`config.mk`:
```
export PLATFORM = sky130hd
export DESIGN_NAME = agc_power_detect_and_timing
export DESIGN_NICKNAME = d
export VERILOG_FILES = /design/src/design/agc_power_detect_and_timing.v
export VERILOG_INCLUDE_DIRS = /design/src /design/src/design
export SDC_FILE = /design/constraint.sdc
export NUM_CORES = 2
export LEC_CHECK = 0
export BUFFER_PORTS_ARGS = -buffer_cell sky130_fd_sc_hd__buf_2
export CORE_MARGIN = 1.5
export CORE_UTILIZATION = 49
export DETAILED_ROUTE_END_ITERATION = 12
export HOLD_SLACK_MARGIN = 0.03
export MAX_ROUTING_LAYER = met4
export PLACE_DENSITY = 0.68
export SKIP_CTS_REPAIR_TIMING = 1
export SYNTH_ARGS = -nofsm -noshare
export SYNTH_HDL_FRONTEND = slang
export SYNTH_SLANG_ARGS = --single-unit
```
`constraint.sdc`:
```
create_clock -name clock -period 10 [get_ports clock]
set_input_delay 0.5 -clock clock [delete_from_list [all_inputs] [get_ports clock]]
set_output_delay 0.5 -clock clock [all_outputs]
set_load 0.01 [all_outputs]
```
`src/design/agc_timing_defs.vh`:
```
`ifndef AGC_TIMING_DEFS_VH
`define AGC_TIMING_DEFS_VH
// Register byte offsets.
`define OFF_CTRL 8'h00
`define OFF_PERIOD 8'h04
`define OFF_SETTLE 8'h08
`define OFF_HOLD 8'h0c
`define OFF_WINDOW 8'h10
`define OFF_THRESH 8'h14
`define OFF_STATUS 8'h18
`define OFF_POWER 8'h1c
`define OFF_STROBE 8'h20
// Control register fields.
`define CTRL_RX_EN 0
`define CTRL_FAST_ATTACK 1
`define CTRL_BLOCK_EN 2
`define CTRL_FAST_REC 3
`define CTRL_SYNC_EN 4
`define CTRL_PIN_LO 8
// Reset values.
`define CTRL_RST 32'h0000_0006
`define PERIOD_RST 22'h002d00
`define SETTLE_RST 7'h10
`define HOLD_RST 6'h0a
`define WINDOW_RST 4'h0
`define THRESH_RST 16'h0000
// Timing and bus response codes.
`define FIXED_GAP 7'h05
`define WIN_BASE 19'h00008
`define AXI_OKAY 2'h0
`define AXI_SLVERR 2'h2
`endif

```
`src/design/agc_power_detect_and_timing.v`:
```
// Summary of operation
// - Mean-square power of decimated halfband samples.
// - Window is eight times two to exponent.
// - Use latest complete measurement, drop partial.
// - Two inner thresholds, coded minus(dBFS plus 6).
// - Three states: period, settle gap, five cycles.
// - Update period equals count plus gap plus five.
// - Fast attack allows decrease during period state.
// - Increase only at period or interval end.
// - Decrease starts gap counter, blocks further decreases.
// - Period state waits for gap counter expiry.
// - Late decrease deferred to next period.
// - End blocking can be disabled.
// - Period expiry resets measurement and peak counts.
// - Period counter loads at receive enable, counts after hold.
// - Sync pulse on chosen pin restarts period.
// - Sync pin selectable among sixteen pins.
// - Loop held inactive after enable for hold.
// - Machine runs from the AGC clock.
// - Period count up to 4194303, default 11520.
// - Settle gap 0 to 127, default 16.
// - Hold time 0 to 63, default 10.
//
// Register access over AXI4-Lite and the register addresses were decided locally.
`timescale 1ns/1ps
`include "agc_timing_defs.vh"
`default_nettype none
module agc_power_detect_and_timing (
   // Clock and reset; the AGC clock.
   input wire clock,
   input wire rst,
   // AXI4-Lite write address.
   input wire [7:0] s_axi_awaddr,
   input wire s_axi_awvalid,
   output reg s_axi_awready,
   // AXI4-Lite write data.
   input wire [31:0] s_axi_wdata,
   input wire [3:0] s_axi_wstrb,
   input wire s_axi_wvalid,
   output reg s_axi_wready,
   // AXI4-Lite write response.
   output reg [1:0] s_axi_bresp,
   output reg s_axi_bvalid,
   input wire s_axi_bready,
   // AXI4-Lite read address.
   input wire [7:0] s_axi_araddr,
   input wire s_axi_arvalid,
   output reg s_axi_arready,
   // AXI4-Lite read data.
   output reg [31:0] s_axi_rdata,
   output reg [1:0] s_axi_rresp,
   output reg s_axi_rvalid,
   input wire s_axi_rready,
   // Decimated samples after the halfband stage.
   input wire [15:0] sample_i,
   input wire [15:0] sample_q,
   input wire sample_valid,
   // Gain requests from the peak detectors and low under-range interval end.
   input wire attack_req,
   input wire recover_req,
   input wire low_interval_done,
   // General-purpose digital pins.
   input wire [15:0] digital_gp_pin,
   // Gain loop outputs.
   output reg gain_decrease,
   output reg gain_increase,
   output reg measure_reset,
   output reg low_power_flag,
   output reg high_power_flag,
   output reg [1:0] timing_state
);
   localparam ST_PERIOD = 2'h0;
   localparam ST_SETTLE = 2'h1;
   localparam ST_FIXED = 2'h2;

   // Registers.
   reg [31:0] ctrl_ff;
   reg [21:0] period_ff;
   reg [6:0] settle_ff;
   reg [5:0] hold_ff;
   reg [3:0] window_ff;
   reg [15:0] thresh_ff;
   reg [31:0] power_ff;
   reg power_ok_ff;
   // Bus slave state.
   reg aw_ok_ff;
   reg w_ok_ff;
   reg [7:0] awaddr_ff;
   reg [31:0] wdata_ff;
   reg [3:0] wstrb_ff;
   // Timing state.
   reg [21:0] pcnt_ff;
   reg [6:0] gcnt_ff;
   reg [6:0] scnt_ff;
   reg [5:0] hcnt_ff;
   reg rx_en_d_ff;
   reg defer_ff;
   reg [15:0] pin_s1_ff;
   reg [15:0] pin_s2_ff;
   reg sync_d_ff;
   // Power accumulator; wide enough for the longest window of full-scale samples.
   reg [46:0] acc_ff;
   reg [18:0] scnt_win_ff;

   function [31:0] merge;
      input [31:0] old;
      input [31:0] nw;
      input [3:0] strb;
      integer k;
      begin
         merge = old;
         for (k = 0; k < 4; k = k + 1) begin
            if (strb[k]) begin
               merge[k*8 +: 8] = nw[k*8 +: 8];
            end
         end
      end
   endfunction

   function mapped;
      input [7:0] a;
      begin
         mapped = (a <= `OFF_STROBE) && (a[1:0] == 2'h0);
      end
   endfunction

   // The reload is one below the setting so the period state lasts exactly that long.
   function [21:0] period_load;
      input [21:0] p;
      begin
         period_load = (p == 22'h000000) ? 22'h000000 : p - 22'h000001;
      end
   endfunction

   wire rx_en = ctrl_ff[`CTRL_RX_EN];
   wire [3:0] pin_sel = ctrl_ff[`CTRL_PIN_LO +: 4];
   wire sync_lvl = pin_s2_ff[pin_sel];
   wire sync_pulse = ctrl_ff[`CTRL_SYNC_EN] && sync_lvl && !sync_d_ff;
   wire rx_rise = rx_en && !rx_en_d_ff;
   wire holding = (hcnt_ff != 6'h00);
   wire gap_run = (gcnt_ff != 7'h00);
   wire fast_rec = ctrl_ff[`CTRL_FAST_REC];
   wire period_end = fast_rec ? low_interval_done : (pcnt_ff == 22'h000000);
   // Blocking zone: the last settle gap plus one cycle of the period state.
   wire near_end = ({15'h0000, settle_ff} >= pcnt_ff);
   wire block_on = ctrl_ff[`CTRL_BLOCK_EN];
   wire active = rx_en && !holding;
   wire atk_window = (timing_state == ST_PERIOD) && ctrl_ff[`CTRL_FAST_ATTACK];
   wire atk_allowed = active && atk_window && !gap_run && !(block_on && near_end);
   wire atk_now = atk_allowed && (attack_req || defer_ff);
   wire leave_period = active && (timing_state == ST_PERIOD) && period_end && !gap_run;
   wire [31:0] isq = sample_i * sample_i;
   wire [31:0] qsq = sample_q * sample_q;
   wire [46:0] acc_next = acc_ff + {15'h0000, isq >> 1} + {15'h0000, qsq >> 1};
   wire [46:0] mean_sq = acc_next >> (window_ff + 4'h3);
   wire [18:0] win_len = `WIN_BASE << window_ff;
   wire wr_go = aw_ok_ff && w_ok_ff && !s_axi_bvalid;
   // Register images with the write strobes applied.
   wire [31:0] wr_ctrl = merge(ctrl_ff, wdata_ff, wstrb_ff);
   wire [31:0] wr_period = merge({10'h000, period_ff}, wdata_ff, wstrb_ff);
   wire [31:0] wr_settle = merge({25'h0, settle_ff}, wdata_ff, wstrb_ff);
   wire [31:0] wr_hold = merge({26'h0, hold_ff}, wdata_ff, wstrb_ff);
   wire [31:0] wr_window = merge({28'h0, window_ff}, wdata_ff, wstrb_ff);
   wire [31:0] wr_thresh = merge({16'h0000, thresh_ff}, wdata_ff, wstrb_ff);

   always @(posedge clock or posedge rst) begin
      if (rst) begin
         s_axi_awready <= 1'b0;
         s_axi_wready <= 1'b0;
         s_axi_bvalid <= 1'b0;
         s_axi_bresp <= `AXI_OKAY;
         s_axi_arready <= 1'b0;
         s_axi_rvalid <= 1'b0;
         s_axi_rresp <= `AXI_OKAY;
         s_axi_rdata <= 32'h0000_0000;
         aw_ok_ff <= 1'b0;
         w_ok_ff <= 1'b0;
         awaddr_ff <= 8'h00;
         wdata_ff <= 32'h0000_0000;
         wstrb_ff <= 4'h0;
         ctrl_ff <= `CTRL_RST;
         period_ff <= `PERIOD_RST;
         settle_ff <= `SETTLE_RST;
         hold_ff <= `HOLD_RST;
         window_ff <= `WINDOW_RST;
         thresh_ff <= `THRESH_RST;
      end else begin
         s_axi_awready <= !aw_ok_ff && !s_axi_awready && s_axi_awvalid;
         s_axi_wready <= !w_ok_ff && !s_axi_wready && s_axi_wvalid;
         if (s_axi_awvalid && s_axi_awready) begin
            aw_ok_ff <= 1'b1;
            awaddr_ff <= s_axi_awaddr;
         end
         if (s_axi_wvalid && s_axi_wready) begin
            w_ok_ff <= 1'b1;
            wdata_ff <= s_axi_wdata;
            wstrb_ff <= s_axi_wstrb;
         end
         if (wr_go) begin
            aw_ok_ff <= 1'b0;
            w_ok_ff <= 1'b0;
            s_axi_bvalid <= 1'b1;
            s_axi_bresp <= mapped(awaddr_ff) ? `AXI_OKAY : `AXI_SLVERR;
            case (awaddr_ff)
               `OFF_CTRL: begin
                  ctrl_ff <= {20'h00000, wr_ctrl[11:8], 3'h0, wr_ctrl[4:0]};
               end
               `OFF_PERIOD: begin
                  period_ff <= wr_period[21:0];
               end
               `OFF_SETTLE: begin
                  settle_ff <= wr_settle[6:0];
               end
               `OFF_HOLD: begin
                  hold_ff <= wr_hold[5:0];
               end
               `OFF_WINDOW: begin
                  window_ff <= (wr_window[3:0] > 4'hb) ? 4'hb : wr_window[3:0];
               end
               `OFF_THRESH: begin
                  thresh_ff <= wr_thresh[15:0];
               end
               default: begin
                  // Read-only and unmapped words ignore writes.
               end
            endcase
         end else if (s_axi_bvalid && s_axi_bready) begin
            s_axi_bvalid <= 1'b0;
         end
         s_axi_arready <= !s_axi_arready && !s_axi_rvalid && s_axi_arvalid;
         if (s_axi_arvalid && s_axi_arready) begin
            s_axi_rvalid <= 1'b1;
            s_axi_rresp <= mapped(s_axi_araddr) ? `AXI_OKAY : `AXI_SLVERR;
            case (s_axi_araddr)
               `OFF_CTRL: s_axi_rdata <= ctrl_ff;
               `OFF_PERIOD: s_axi_rdata <= {10'h000, period_ff};
               `OFF_SETTLE: s_axi_rdata <= {25'h0, settle_ff};
               `OFF_HOLD: s_axi_rdata <= {26'h0, hold_ff};
               `OFF_WINDOW: s_axi_rdata <= {28'h0, window_ff};
               `OFF_THRESH: s_axi_rdata <= {16'h0000, thresh_ff};
               `OFF_STATUS: s_axi_rdata <= {24'h0, power_ok_ff, gap_run, holding,
                                           defer_ff, high_power_flag, low_power_flag,
                                           timing_state};
               `OFF_POWER: s_axi_rdata <= power_ff;
               default: s_axi_rdata <= 32'h0000_0000;
            endcase
         end else if (s_axi_rvalid && s_axi_rready) begin
            s_axi_rvalid <= 1'b0;
         end
      end
   end

   // Sync pin crossing; the first stage feeds only the second.
   always @(posedge clock or posedge rst) begin
      if (rst) begin
         pin_s1_ff <= 16'h0000;
         pin_s2_ff <= 16'h0000;
         sync_d_ff <= 1'b0;
      end else begin
         pin_s1_ff <= digital_gp_pin;
         pin_s2_ff <= pin_s1_ff;
         sync_d_ff <= sync_lvl;
      end
   end

   // Gain timing machine.
   always @(posedge clock or posedge rst) begin
      if (rst) begin
         timing_state <= ST_PERIOD;
         pcnt_ff <= `PERIOD_RST;
         gcnt_ff <= 7'h00;
         scnt_ff <= 7'h00;
         hcnt_ff <= 6'h00;
         rx_en_d_ff <= 1'b0;
         defer_ff <= 1'b0;
         gain_decrease <= 1'b0;
         gain_increase <= 1'b0;
         measure_reset <= 1'b0;
      end else begin
         rx_en_d_ff <= rx_en;
         gain_decrease <= 1'b0;
         gain_increase <= 1'b0;
         measure_reset <= 1'b0;
         if (gap_run) begin
            gcnt_ff <= gcnt_ff - 7'h01;
         end
         if (holding) begin
            hcnt_ff <= hcnt_ff - 6'h01;
         end
         if (!rx_en || rx_rise) begin
            // Counting begins afresh at every receive enable.
            timing_state <= ST_PERIOD;
            pcnt_ff <= period_load(period_ff);
            hcnt_ff <= hold_ff;
            gcnt_ff <= 7'h00;
            defer_ff <= 1'b0;
         end else if (sync_pulse) begin
            timing_state <= ST_PERIOD;
            pcnt_ff <= period_load(period_ff);
         end else if (active) begin
            if (atk_now) begin
               gain_decrease <= 1'b1;
               gcnt_ff <= settle_ff;
               defer_ff <= 1'b0;
            end else if (attack_req && atk_window && block_on && near_end && !gap_run) begin
               defer_ff <= 1'b1;
            end
            case (timing_state)
               ST_PERIOD: begin
                  if (pcnt_ff != 22'h000000) begin
                     pcnt_ff <= pcnt_ff - 22'h000001;
                  end
                  if (leave_period) begin
                     // Recovery only here, so it lines up with the period edge.
                     gain_increase <= recover_req;
                     measure_reset <= 1'b1;
                     // A zero settle gap goes straight on to the fixed delay.
                     if (settle_ff == 7'h00) begin
                        timing_state <= ST_FIXED;
                        scnt_ff <= `FIXED_GAP - 7'h01;
                     end else begin
                        timing_state <= ST_SETTLE;
                        scnt_ff <= settle_ff - 7'h01;
                     end
                  end
               end
               ST_SETTLE: begin
                  if (scnt_ff == 7'h00) begin
                     timing_state <= ST_FIXED;
                     scnt_ff <= `FIXED_GAP - 7'h01;
                  end else begin
                     scnt_ff <= scnt_ff - 7'h01;
                  end
               end
               ST_FIXED: begin
                  if (scnt_ff == 7'h00) begin
                     timing_state <= ST_PERIOD;
                     pcnt_ff <= period_load(period_ff);
                  end else begin
                     scnt_ff <= scnt_ff - 7'h01;
                  end
               end
               default: timing_state <= ST_PERIOD;
            endcase
         end
      end
   end

   // Mean-square power over the window; only whole windows are published.
   always @(posedge clock or posedge rst) begin
      if (rst) begin
         acc_ff <= 47'h0;
         scnt_win_ff <= 19'h0;
         power_ff <= 32'h0000_0000;
         power_ok_ff <= 1'b0;
         low_power_flag <= 1'b0;
         high_power_flag <= 1'b0;
      end else if (measure_reset || sync_pulse || !rx_en) begin
         acc_ff <= 47'h0;
         scnt_win_ff <= 19'h0;
         power_ok_ff <= 1'b0;
      end else if (sample_valid) begin
         if (scnt_win_ff == win_len - 19'h1) begin
            // Power in -dBFS-ish units is left to software; the mean square is kept.
            power_ff <= mean_sq[31:0];
            power_ok_ff <= 1'b1;
            acc_ff <= 47'h0;
            scnt_win_ff <= 19'h0;
         end else begin
            acc_ff <= acc_next;
            scnt_win_ff <= scnt_win_ff + 19'h1;
         end
         // Thresholds compare the 8-bit code of the top power bits, larger code means quieter.
         low_power_flag <= power_ok_ff && (~power_ff[30:23] > thresh_ff[7:0]);
         high_power_flag <= power_ok_ff && (~power_ff[30:23] < thresh_ff[15:8]);
      end
   end
endmodule
`default_nettype wire

```
==> impl_metrics.ini <==
[status]
status = finished clean

[place]
place.gp.congestion = 0.936
dp_hpwl_mm = 70.8
io_buffers = 145

[floorplanning]
die_width_um = 270
core-area_mm2 = 0.0703
rows = 97
die_area_mm2 = 0.0729
fp.dieH_um = 270
start_util_pct = 49.7
io_pins = 159

[clock_network]
clockRootBuffer = clkbuf_16
cts_tree = yes
cts.sinks = 321
cts_buffers = 39
clk_path_buf_depth = 3
h-tree-depth = 2
clk_latency_ns = 0.58
path_clk_slew_ns = 0.06

[worst_setup_path]
ff2ff_path_depth = 16
worstPathMaxFanout = 8
cp.depth = 43
path_common_cell = inv_1
crit_buf_inv = 11
cp-startpoint = sample_i[8]
path_class = in -> reg
arrival_ns = 9.89
reg2reg_from = window_ff[0]$_DFFE_PP0P_
path_delay_family = adder cells
worstSetupStartpointType = input port
worstPathRequired_ns = 10.42
cp_slowest_stage_delay_ns = 0.53
worstSetupEndpointType = register
slowest_stage = fa_1

[grt]
grt-ovfl-total = 0
grt_usage_pct = 25.7
grt_pass1_wl_mm = 148
antenna_found_initial = 0
grt_max_degree = 181
grt_pass1_vias = 28400

[layout]
fillCellCount = 6323
layout.nets = 4871
area_growth_pct = 11.9
layout-drive-gt1-share_pct = 13.9
fin_util_pct = 55.6
mostFrequentLayoutCell = inv_1
layout_common_cells = 640 x inv_1, 420 x nand2_1, 355 x fa_1
antenna-diode-count = 0

[job]
cap_violations = 0

[drt]
vias = 28100
vias_per_cell = 5.50
drtPass1Iterations = 6
wl_mm = 89.7
drt_iter0_markers = 2162
final_antenna_net_count = 0
drc = 0
routedWlPerCell_um = 17.6

[timing]
max_freq_mhz = 106
rsz0062_at_grt = no
setup_viol_count_final = 0
hold_violations = 0
fin_crit_sh_pct = 94.6
slew_headroom_pct = 23.3
tightest_slew_ns = 1.15
finalMaxSlewViolations = 0
fin_crit_ns = 9.46
fin_skew_ns = 0.0300

[worst_hold_path]
hp-class = in -> reg
holdPathStages = 1
worstHoldStart = digital_gp_pin[5]

[yosys]
synth_cells = 3916
synth_area_mm2 = 0.0349
yosys_warnings = 0
yosys_register_bits = 321
seq_area_frac_synth_pct = 23.0
netlist-cell-type-count = 89
synth_edf_count = 0
synth_ff_type = dfrtp_1
synthArstFlopShare_pct = 100
syn_avg_cell_area_um2 = 8.92
[kinds of logic (layout without fill, tap and decap cells)]
group / count (synthesis) / count (layout) / share of synthesized area [%]
simple gates: 1085 / 1085 / 14.7
buf+inv: 805 / 1048 / 8.77
compound gates: 741 / 741 / 13.5
fa+ha+maj: 629 / 629 / 30.2
flops: 321 / 321 / 23.0
xor+xnor: 181 / 181 / 4.58
mux: 153 / 153 / 5.23
other cells: 1 / 2 / 0.0107
[stage by stage]
| stage | setup slack [ns] | instances | area (um^2) | hold WS (ns) | TNS [ns] |
|---|---|---|---|---|---|
| 6_report | 0.536 | 5100 | 39100 | 0.0542 | 0 |
| 5_1_grt | 0.0194 | 5100 | 39100 | 0.0396 | 0 |
| 4_1_cts | 0.332 | 5099 | 39000 | 0.0352 | 0 |
| 3_5_place_dp | -0.231 | 5029 | 37700 | 0.335 | -2.18 |
| 3_3_place_gp | -0.131 | 5029 | 37700 | 0.332 | -0.698 |
| 2_1_floorplan | 0.0305 | 3917 | 34900 | 0.331 | 0 |
[cell usage after synthesis (92+ instances only)]
master	instances	share of area [%]
and2_1	92	1.6
a21oi_1	172	2.5
clkbuf_1	127	1.4
fa_1	355	20
xnor2_1	109	2.7
o21ai_0	220	3.2
nand2_1	420	4.5
inv_1	641	6.9
mux2_2	95	3.1
nor2_1	213	2.3
ha_1	274	9.8
dfrtp_1	308	22
[path summary, 6_finish.rpt]
check	to	slack [ns]
worst max register to register	acc_ff[33]$_DFFE_PP0P_	4.43
max in group asynchronous	pin_s1_ff[3]$_DFF_PP0_	8.29
min in group asynchronous	gcnt_ff[3]$_DFF_PP0_	0.19
worst min-delay path	pin_s1_ff[5]$_DFF_PP0_	0.05
worst max-delay path	power_ff[28]$_DFFE_PP0P_	0.54
worst min register to register	pin_s2_ff[9]$_DFF_PP0_	0.35
[layer usage]
metal / global-route usage, % / share of wire [%] / routed length, um / vias up
li1: - / - / - / 13400
met1: 32.6 / 43 / 38100 / 13800
met2: 43.1 / 49 / 44200 / 730
met3: 2.18 / 4.3 / 3840 / 155
met4: 9.17 / 3.9 / 3480 / 0
met5: - / 0 / 0 / -
[registers in the layout (all words and copies together) (netlist names), 9 cells and up]
| signal | flops |
|---|---|
| acc_ff | 47 |
| ctrl_ff | 9 |
| pcnt_ff | 22 |
| period_ff | 22 |
| pin_s1_ff | 16 |
| pin_s2_ff | 16 |
| power_ff | 32 |
| s_axi_rdata | 32 |
| scnt_win_ff | 19 |
| thresh_ff | 16 |
| wdata_ff | 22 |
[final cells by class]
type                            instances  area, um^2  share of cell area, %
Sequential cell                       321        8050                   20.6
Timing Repair Buffer                  335        2170                   5.55
Inverter                              643        2420                   6.20
Clock buffer                           49        1060                   2.72
Clock inverter                         21         285                  0.730
Multi-Input combinational cell       2791       23900                   61.2
Tap cell                              940        1180                   3.01
Power is not shown: default switching activity piles up to over one toggle a cycle in this logic, so the estimate is an artifact.
